[config.mk]
export PLATFORM = sky130hd
export DESIGN_NAME = csra_axil_port
export DESIGN_NICKNAME = d
export VERILOG_FILES = /design/src/csra_pkg.sv /design/src/csra_axil_port.sv /design/src/csra_regs.sv
export VERILOG_INCLUDE_DIRS = /design/src
export SDC_FILE = /design/constraint.sdc
export NUM_CORES = 1
export LEC_CHECK = 0
export BUFFER_PORTS_ARGS = -buffer_cell sky130_fd_sc_hd__buf_2
export CAP_MARGIN = 20
export CORE_UTILIZATION = 55
export DETAILED_ROUTE_END_ITERATION = 16
export HOLD_SLACK_MARGIN = 0.12
export PLACE_DENSITY = 0.88
export RECOVER_POWER = 25
export REMOVE_ABC_BUFFERS = 1
export SETUP_SLACK_MARGIN = 0.2
export SLEW_MARGIN = 5
export SYNTH_ARGS = -nofsm -noshare
export SYNTH_HDL_FRONTEND = slang
export SYNTH_SLANG_ARGS = --single-unit
[constraint.sdc]
create_clock -name sys_clk -period 6.27 [get_ports sys_clk]
set_input_delay 1.254 -clock sys_clk [delete_from_list [all_inputs] [get_ports sys_clk]]
set_output_delay 1.254 -clock sys_clk [all_outputs]
set_load 0.02 [all_outputs]
[src/csra_map.svh]
// constants and address map of the csr access port
`ifndef CSRA_MAP_SVH
`define CSRA_MAP_SVH
`define CSRA_ADDR_W 13
`define CSRA_DATA_W 32
`define CSRA_REG_CTRL 13'h0000
`define CSRA_REG_STAT 13'h0004
`define CSRA_REG_SCR 13'h0008
`define CSRA_REG_EVT 13'h000c
`define CSRA_CTRL_RST 32'h0000_0000
`define CSRA_SCR_RST 32'h0000_0000
`define CSRA_CTRL_IRQ_BIT 0
`define CSRA_RESP_OKAY 2'h0
`define CSRA_RESP_EXOKAY 2'h1
`define CSRA_RESP_SLVERR 2'h2
`define CSRA_RESP_DECERR 2'h3
`endif

[src/csra_pkg.sv]
// types of the csr access port
package csra_pkg;
  typedef enum logic [1:0] {
    CSRA_W_IDLE = 2'b00,
    CSRA_W_RESP = 2'b01
  } csra_wst_t;
  typedef enum logic [1:0] {
    CSRA_R_IDLE = 2'b00,
    CSRA_R_DATA = 2'b01
  } csra_rst_t;
endpackage : csra_pkg

[src/csra_axil_port.sv]
// axi4-lite slave port of the csr block
`include "csra_map.svh"
module csra_axil_port
  import csra_pkg::*;
(
  // clock and reset
  input wire logic sys_clk,
  input wire logic reset_n,
  // write address channel
  input wire logic [`CSRA_ADDR_W-1:0] s_axi_awaddr,
  input wire logic [2:0] s_axi_awprot,
  input wire logic s_axi_awvalid,
  output logic s_axi_awready,
  // write data channel
  input wire logic [`CSRA_DATA_W-1:0] s_axi_wdata,
  input wire logic [3:0] s_axi_wstrb,
  input wire logic s_axi_wvalid,
  output logic s_axi_wready,
  // write response channel
  output logic [1:0] s_axi_bresp,
  output logic s_axi_bvalid,
  input wire logic s_axi_bready,
  // read address channel
  input wire logic [`CSRA_ADDR_W-1:0] s_axi_araddr,
  input wire logic [2:0] s_axi_arprot,
  input wire logic s_axi_arvalid,
  output logic s_axi_arready,
  // read data channel
  output logic [`CSRA_DATA_W-1:0] s_axi_rdata,
  output logic [1:0] s_axi_rresp,
  output logic s_axi_rvalid,
  input wire logic s_axi_rready,
  // event output
  output logic irq
);
  typedef struct packed {
    csra_wst_t wst;
    logic aw_have;
    logic [`CSRA_ADDR_W-1:0] aw_addr;
    logic awready;
    logic wready;
    logic [1:0] bresp;
    logic bvalid;
    csra_rst_t rst;
    logic arready;
    logic [`CSRA_DATA_W-1:0] rdata;
    logic [1:0] rresp;
    logic rvalid;
    logic irq;
    logic [`CSRA_DATA_W-1:0] evt_cnt;
  } csra_st_t;

  csra_st_t q;
  csra_st_t d;
  // reset synchroniser sits outside the state struct: it runs on the raw reset
  logic [1:0] rst_sync_q;
  logic rst_n;
  logic wr_en;
  logic wr_hit;
  logic rd_hit;
  logic [`CSRA_DATA_W-1:0] rd_data;
  logic [`CSRA_DATA_W-1:0] ctrl;
  logic aw_hs;
  logic w_hs;
  logic ar_hs;
  logic prot_unused;

  // protection bits are accepted and deliberately dropped
  // folded into one unread bit so the inputs stay connected
  assign prot_unused = ^{s_axi_awprot, s_axi_arprot};

  // released reset copy; async assert, sync release
  // two stages so a release close to the edge cannot leave half the flops in reset
  always_ff @(posedge sys_clk or negedge reset_n) begin
    if (!reset_n) begin
      rst_sync_q <= 2'b00;
    end else begin
      rst_sync_q <= {rst_sync_q[0], 1'b1};
    end
  end
  // only the second stage is read by the rest of the block
  assign rst_n = rst_sync_q[1];

  // handshakes as the master sees them at the edge
  assign aw_hs = s_axi_awvalid && q.awready;
  assign w_hs = s_axi_wvalid && q.wready;
  assign ar_hs = s_axi_arvalid && q.arready;
  // data handshake only lands when the address is here or arrives now
  // limitation: data offered ahead of its address is acknowledged and dropped,
  // so the master must send the address first or in the same cycle
  assign wr_en = w_hs && (q.aw_have || aw_hs);

  // register store; the write address comes from the held copy once taken
  csra_regs csra_regs_i (
    .clk(sys_clk),
    .rst_n(rst_n),
    .wr_en(wr_en),
    .wr_addr(q.aw_have ? q.aw_addr : s_axi_awaddr),
    .wr_data(s_axi_wdata),
    .wr_strb(s_axi_wstrb),
    .wr_hit(wr_hit),
    .rd_addr(s_axi_araddr),
    .evt_count(q.evt_cnt),
    .rd_data(rd_data),
    .rd_hit(rd_hit),
    .ctrl(ctrl)
  );

  // channel sequencing; write and read channels run independently
  always_comb begin
    d = q;
    // irq is a one-cycle pulse, so it falls back every cycle by default
    d.irq = 1'b0;
    // write side
    case (q.wst)
      CSRA_W_IDLE: begin
        // address ready only while none is held or being taken, so one write in flight
        d.awready = !q.aw_have && !aw_hs;
        d.wready = !wr_en;
        if (aw_hs) begin
          d.aw_have = 1'b1;
          d.aw_addr = s_axi_awaddr;
        end
        if (wr_en) begin
          d.aw_have = 1'b0;
          d.awready = 1'b0;
          d.wready = 1'b0;
          d.bvalid = 1'b1;
          d.bresp = wr_hit ? `CSRA_RESP_OKAY : `CSRA_RESP_DECERR;
          d.wst = CSRA_W_RESP;
          // pulse the event output on every write, mapped or not, when enabled
          if (ctrl[`CSRA_CTRL_IRQ_BIT]) begin
            d.irq = 1'b1;
            d.evt_cnt = q.evt_cnt + 32'h0000_0001;
          end
        end
      end
      CSRA_W_RESP: begin
        // response and code stand until the master takes them
        if (s_axi_bready) begin
          d.bvalid = 1'b0;
          d.bresp = `CSRA_RESP_OKAY;
          d.awready = 1'b1;
          d.wready = 1'b1;
          d.wst = CSRA_W_IDLE;
        end
      end
      default: d.wst = CSRA_W_IDLE;
    endcase
    // read side; the mux output is taken at the address handshake
    case (q.rst)
      CSRA_R_IDLE: begin
        if (ar_hs) begin
          d.arready = 1'b0;
          d.rdata = rd_data;
          d.rresp = rd_hit ? `CSRA_RESP_OKAY : `CSRA_RESP_DECERR;
          d.rvalid = 1'b1;
          d.rst = CSRA_R_DATA;
        end
      end
      CSRA_R_DATA: begin
        // data and code stand until the master takes them
        if (s_axi_rready) begin
          d.rvalid = 1'b0;
          d.arready = 1'b1;
          d.rst = CSRA_R_IDLE;
        end
      end
      default: d.rst = CSRA_R_IDLE;
    endcase
  end

  // state register, reset to idle with ready raised
  always_ff @(posedge sys_clk or negedge rst_n) begin
    if (!rst_n) begin
      // write side
      q.wst <= CSRA_W_IDLE;
      q.aw_have <= 1'b0;
      q.aw_addr <= '0;
      q.awready <= 1'b1;
      q.wready <= 1'b1;
      q.bresp <= `CSRA_RESP_OKAY;
      q.bvalid <= 1'b0;
      // read side
      q.rst <= CSRA_R_IDLE;
      q.arready <= 1'b1;
      q.rdata <= '0;
      q.rresp <= `CSRA_RESP_OKAY;
      q.rvalid <= 1'b0;
      // event side
      q.irq <= 1'b0;
      q.evt_cnt <= '0;
    end else begin
      // write side
      q.wst <= d.wst;
      q.aw_have <= d.aw_have;
      q.aw_addr <= d.aw_addr;
      q.awready <= d.awready;
      q.wready <= d.wready;
      q.bresp <= d.bresp;
      q.bvalid <= d.bvalid;
      // read side
      q.rst <= d.rst;
      q.arready <= d.arready;
      q.rdata <= d.rdata;
      q.rresp <= d.rresp;
      q.rvalid <= d.rvalid;
      // event side
      q.irq <= d.irq;
      q.evt_cnt <= d.evt_cnt;
    end
  end

  // outputs straight from flops
  assign s_axi_awready = q.awready;
  assign s_axi_wready = q.wready;
  assign s_axi_bresp = q.bresp;
  assign s_axi_bvalid = q.bvalid;
  assign s_axi_arready = q.arready;
  assign s_axi_rdata = q.rdata;
  assign s_axi_rresp = q.rresp;
  assign s_axi_rvalid = q.rvalid;
  assign irq = q.irq;
endmodule : csra_axil_port

[src/csra_regs.sv]
// register store with byte strobes
`include "csra_map.svh"
module csra_regs
  import csra_pkg::*;
(
  // clock and reset
  input wire logic clk,
  input wire logic rst_n,
  // write side
  input wire logic wr_en,
  input wire logic [`CSRA_ADDR_W-1:0] wr_addr,
  input wire logic [`CSRA_DATA_W-1:0] wr_data,
  input wire logic [3:0] wr_strb,
  output logic wr_hit,
  // read side
  input wire logic [`CSRA_ADDR_W-1:0] rd_addr,
  input wire logic [`CSRA_DATA_W-1:0] evt_count,
  output logic [`CSRA_DATA_W-1:0] rd_data,
  output logic rd_hit,
  // control out
  output logic [`CSRA_DATA_W-1:0] ctrl
);
  typedef struct packed {
    logic [`CSRA_DATA_W-1:0] ctrl;
    logic [`CSRA_DATA_W-1:0] scr;
  } csra_regs_st_t;

  csra_regs_st_t st_q;
  csra_regs_st_t st_d;

  // merge enabled byte lanes into the old value
  function automatic logic [`CSRA_DATA_W-1:0] merge(input logic [`CSRA_DATA_W-1:0] old,
      input logic [`CSRA_DATA_W-1:0] nw, input logic [3:0] strb);
    logic [`CSRA_DATA_W-1:0] r;
    r = old;
    for (int i = 0; i < 4; i++) begin
      if (strb[i]) r[8*i +: 8] = nw[8*i +: 8];
    end
    return r;
  endfunction : merge

  // writable decode: status and event counter are read only
  assign wr_hit = (wr_addr == `CSRA_REG_CTRL) || (wr_addr == `CSRA_REG_SCR);

  // next state of writable registers
  always_comb begin
    st_d = st_q;
    if (wr_en && wr_addr == `CSRA_REG_CTRL) st_d.ctrl = merge(st_q.ctrl, wr_data, wr_strb);
    if (wr_en && wr_addr == `CSRA_REG_SCR) st_d.scr = merge(st_q.scr, wr_data, wr_strb);
  end

  // registers back to their initial state under reset
  always_ff @(posedge clk or negedge rst_n) begin
    if (!rst_n) begin
      st_q.ctrl <= `CSRA_CTRL_RST;
      st_q.scr <= `CSRA_SCR_RST;
    end else begin
      st_q <= st_d;
    end
  end

  // read mux, unmapped flagged as miss
  always_comb begin
    rd_hit = 1'b1;
    case (rd_addr)
      `CSRA_REG_CTRL: rd_data = st_q.ctrl;
      `CSRA_REG_STAT: rd_data = {{(`CSRA_DATA_W-1){1'b0}}, st_q.ctrl[`CSRA_CTRL_IRQ_BIT]};
      `CSRA_REG_SCR: rd_data = st_q.scr;
      `CSRA_REG_EVT: rd_data = evt_count;
      default: begin
        rd_data = '0;
        rd_hit = 1'b0;
      end
    endcase
  end

  assign ctrl = st_q.ctrl;
endmodule : csra_regs
### Word-level counts from Yosys, hierarchy flattened

Cells that the tools add are included.

* add/subtract/negate cells: 1
* equality and inequality tests: 10
* mux-type cells: 21
* reductions and logical operators: 37

Operator list (number)
* $pmux 32 s4: 1
* $mux 33: 3
* $eq 13x4->1 const B: 3
* $mux 38: 1
* $add 32x1->32 const B: 1
* $reduce_and 2->1: 14
* $logic_not 13->1: 2
* $mux 14: 1
* $eq 13x3->1 const B: 1
* $mux 13: 1
* $mux 5: 2
* $pmux 5 s2: 1
* $reduce_and 3->1: 3
* $pmux 2 s2: 2
* $logic_and 1x1->1: 7
* $mux 2: 3
* $mux 3: 2
* $ne 2x2->1 const B: 3
* $reduce_bool 2->1: 3
* $eq 2x1->1 const B: 2
* $logic_not 2->1: 2
* $pmux 1 s2: 2
* $reduce_or 4->1: 1
* $logic_not 1->1: 3
* 3 further kinds: 5

* register bits after elaboration: 158
* output and inout bits: 42
* word-level logic and storage cells: 92

### Logic depth before layout (Yosys ltp)

* depth in word-level cells: 6
* gate-level depth with buffers: 7
* depth with buffers taken out: 5

### By module

A second synthesis with hierarchy kept.

* cells, all modules: 655
* area, all modules: 7910.1 µm²

By module, submodules not included
* csra_axil_port: times used 1, cells each 325, area each 4171.5 µm²
* csra_regs: times used 1, cells each 330, area each 3738.6 µm²

### Worst setup path before layout

Ideal clock, no wire load.

* path kind: input -> register
* start point: in s_axi_awaddr[0]
* end point: reg csra_regs_i.ctrl[0] (netlist name)
* library setup time: 125 ps
* arrival time: 2850 ps
* data required time: 6145 ps
* path slack: 3295 ps
* stages on the path: 4
* buffers on the path: 0
* cells stage by stage: nor4_2 -> o2111ai_4 -> nor4_4 -> mux2_2

* word-level cells in the longest chain between the ends: 4

Ends and longest elaborated chain
* from (decl): line csra_axil_port.sv:10 `` input wire logic [`CSRA_ADDR_W-1:0] s_axi_awaddr, ``
* $mux 13: line csra_axil_port.sv:98 `.wr_addr(q.aw_have ? q.aw_addr : s_axi_awaddr),`
* $logic_not 13->1 (no source line)
* $logic_and 1x1->1 (no source line)
* $reduce_and 2->1 (no source line)

Every way passes these cells.
A chain may end at the register's enable or synchronous reset.

### Worst setup path after layout

* start point: in s_axi_awaddr[0]
* end point: reg csra_regs_i.st_q[19] (netlist name)

* word-level cells in the longest chain between the ends: 4

Ends and longest elaborated chain
* $mux 13: line csra_axil_port.sv:98
* $eq 13x4->1 (no source line)
* $logic_and 1x1->1 (no source line)
* $reduce_and 2->1 (no source line)
* to (signal assigned): line csra_regs.sv:58 `st_q <= st_d;`
* to (decl): line csra_regs.sv:28 `csra_regs_st_t st_q;`

Every way passes these cells.

==> impl_metrics.toml <==
[logic_synthesis]
synth_mux_area_share_pct = 16.83
ys.flop_type = "dfrtp_1"
yosys.area.top_type_share_pct = 51.65
synth_xor_area_share_pct = 3.711
synth-compound-area-share_pct = 7.252
synthTopCellsByArea = "dfrtp_1 (52%), mux2_2 (12%), mux2i_1 (4.5%), buf_4 (3.7%), xnor2_1 (3.5%)"
synthAdderAreaFrac_pct = 0.1710
synth_edf_count = 0
async_flop_share_pct = 100.0
synth_area_sq_mm = 0.007316
synth_top_family_by_area = "multiplexers"
netlist_instances = 625
yosys_warnings = 0
yosys.area_share.simple_pct = 13.49
ys_ff_latch = 154
yosysTopAreaCell = "dfrtp_1"
ys_seq_area_share_pct = 52.73
post_synth_num_cell_types = 43
avgSynthCellArea_sq_um = 11.71

[cts]
cts.sinks = 154
post_cts_buffers = 0
root_buffer = "clkbuf_16"
cts_hold_buf = 0
clock_latency_ns = 0.42
clk_path_buf_depth = 2
postCtsResizedCells = 0
clk_pin_slew_ns = 0.06
htree_levels = 4
numCtsBuffers = 17
cts_tree = "done"

[global_route]
grt_pass1_wl_microns = 26880
grt_pass1_vias = 5456
antenna_found_initial = 1
grt-ovfl-total = 0
grt_max_degree = 80
grtUsageTotal_pct = 24.70

[outcome]
outcome = "complete, but fails checks"
failed_checks = "max-capacitance violations, max-slew violations"

[drt]
wl_per_cell_microns = 18.00
vias = 5040
dr.first_iter.drc_count = 290
dr.pass1.iters = 5
drc = 0
via_per_inst = 5.727
drtAntennaViolNets = 0
wirelength_microns = 15840

[critical_path]
r2r-end = "csra_regs_i.st_q[19]"
worst-r2r-setup-slack_ns = 3.61
crit_arrival_ns = 3.30
startpoint_type = "primary input"
startpoint = "s_axi_awaddr[0]"
reg2regPathDepth = 4
slowest_delay_ns = 0.77
crit_end = "csra_regs_i.st_q[19]"
required_ns = 6.57
crit_chain = "buf_2 > nor4_2 > o2111ai_4 > nor4_4 > mux2_2"
cpMaxStageDelayCell = "nor4_4"
end_kind = "flop"
reg2reg_from = "q[89]"
cp_max_fo = 9
critPathKind = "primary input to flop"

[place]
place.gp.congestion = 0.7722
port_buffers = 110
hpwl_microns = 10640
place_area_sq_mm = 0.007785

[sta]
rsz0062_at_grt = "no"
finalCriticalPeriod_ns = 2.997
max_freq_mhz = 333.6
tns_ns = 0
relSlewSlack_pct = -2.477
drv_slew = 38
period_share_pct = 47.81
skew_ns = 0.007775
worst_slew_pin_slew_ns = 1.537
setup_viol = 0
hold_viol_final = 0

[cells_and_area]
fin_area_sq_mm = 0.008447
drive_gt1_share_pct = 34.37
final_common_cell = "dfrtp_1"
final_cell_mix = "dfrtp_1 (151), buf_2 (107), mux2_2 (80)"
nNetsFinal = 772
syn_to_final_growth_pct = 15.46

[floorplanning]
die_area_sq_mm = 0.01377
core_sq_mm = 0.01277
boundaryPins = 117
start_util_pct = 57.27
die_w_microns = 117.3
row_count = 41
die_y_microns = 117.3

[pwr]
static-leakage-power_nw = 4.058
peakVddDrop_uv = 294.9
p_per_area_mw_per_mm2 = 313.0

[hold_path]
hold_class = "flop to flop"

[job]
maxCapViolCount = 1
## stage by stage
stage                     power (mW)  utilization (%)  setup slack, ns  instances  hold WS (ns)
final                          2.644            66.13            3.273        880        0.3462
after global routing           2.738            66.13            3.167        880        0.3522
after CTS                      2.656            66.03            3.252        878        0.3475
after detailed placement       1.531            60.95            2.841        848        0.3347
after global placement         1.495            60.73            2.856        847        0.3401
after floorplan                1.400                -            1.667        558        0.3312
## state kept, by name, indices dropped and copies added, names as in the netlist
signal            count
s_axi_wready          1
s_axi_rdata          32
rst_sync_q            2
csra_regs_i.st_q     32
s_axi_rresp           1
s_axi_arready         1
csra_regs_i.ctrl     32
s_axi_rvalid          1
s_axi_bvalid          1
s_axi_bresp           1
q                    48
s_axi_awready         1
irq                   1
## cell families (layout without fill, tap and decap cells)
family	count (synthesis)	count (layout)
compound gates	79	79
simple gates	172	172
xor+xnor	31	31
buf+inv	74	156
flops	154	154
fa+ha+maj	1	1
mux	113	113
other cells	1	2
## report_power, final
part | total (mW) | internal, mW | switching [mW]
Sequential | 1.17 | 1.08 | 0.0906
Combinational | 0.346 | 0.152 | 0.194
Clock | 1.12 | 0.742 | 0.381
## synth_stat cells (2+ instances only)
library cell and count:
nor2_1 40, nand2_1 54, nor4_4 8, nand4_1 20, nor4_1 10, dfrtp_1 151
buf_1 3, buf_4 36, dfstp_2 3, mux2i_1 33, and4_1 3, xnor2_1 29
o22ai_1 2, xor2_1 2, mux2_2 80, nor3_1 5, nand3b_1 2, clkbuf_1 26
inv_1 7, o31ai_1 32, and3_1 7, a21oi_1 36, or3_1 2, and2_1 5
o21ai_0 2, nand3_1 10
## worst max-delay path: cells and delay by family
| family | cells | cell delay [ns] |
|---|---|---|
| AND/OR/NAND/NOR | 2 | 1.12 |
| AO/OA/AOI/OAI | 1 | 0.38 |
| multiplexers | 1 | 0.42 |
| buffers and inverters | 1 | 0.11 |
## per-layer routing
layer | wire [microns] | GRT usage, % | up-vias
met5 | 0 | 0 | -
met2 | 8318 | 42.64 | 150
met4 | 210 | 10.15 | 0
met1 | 6397 | 28.92 | 2535
met3 | 915 | 6.809 | 20
li1 | - | - | 2335
## layout make-up
| cell class | count | area (sq um) |
|---|---|---|
| antenna | 1 | 2.502 |
| clock buffer | 22 | 484.2 |
| clock inverter | 8 | 165.2 |
| fill | 936 | 4327 |
| inverter | 7 | 26.28 |
| multi-input combinational | 397 | 3049 |
| sequential | 154 | 3857 |
| tap | 172 | 215.2 |
| timing repair buffer | 119 | 646.9 |
## worst min path at each step
stage	from	to	slack, ns	depth (start not counted)
after floorplan	rst_sync_q[0]	rst_sync_q[1]	0.33	0
after global placement	rst_sync_q[0]	rst_sync_q[1]	0.34	0
after detailed placement	rst_sync_q[0]	rst_sync_q[1]	0.33	0
after CTS	rst_sync_q[0]	rst_sync_q[1]	0.35	0
after global routing	rst_sync_q[0]	rst_sync_q[1]	0.35	0
final	rst_sync_q[0]	rst_sync_q[1]	0.35	0
Note: power is estimated with default switching activity, not from simulation.
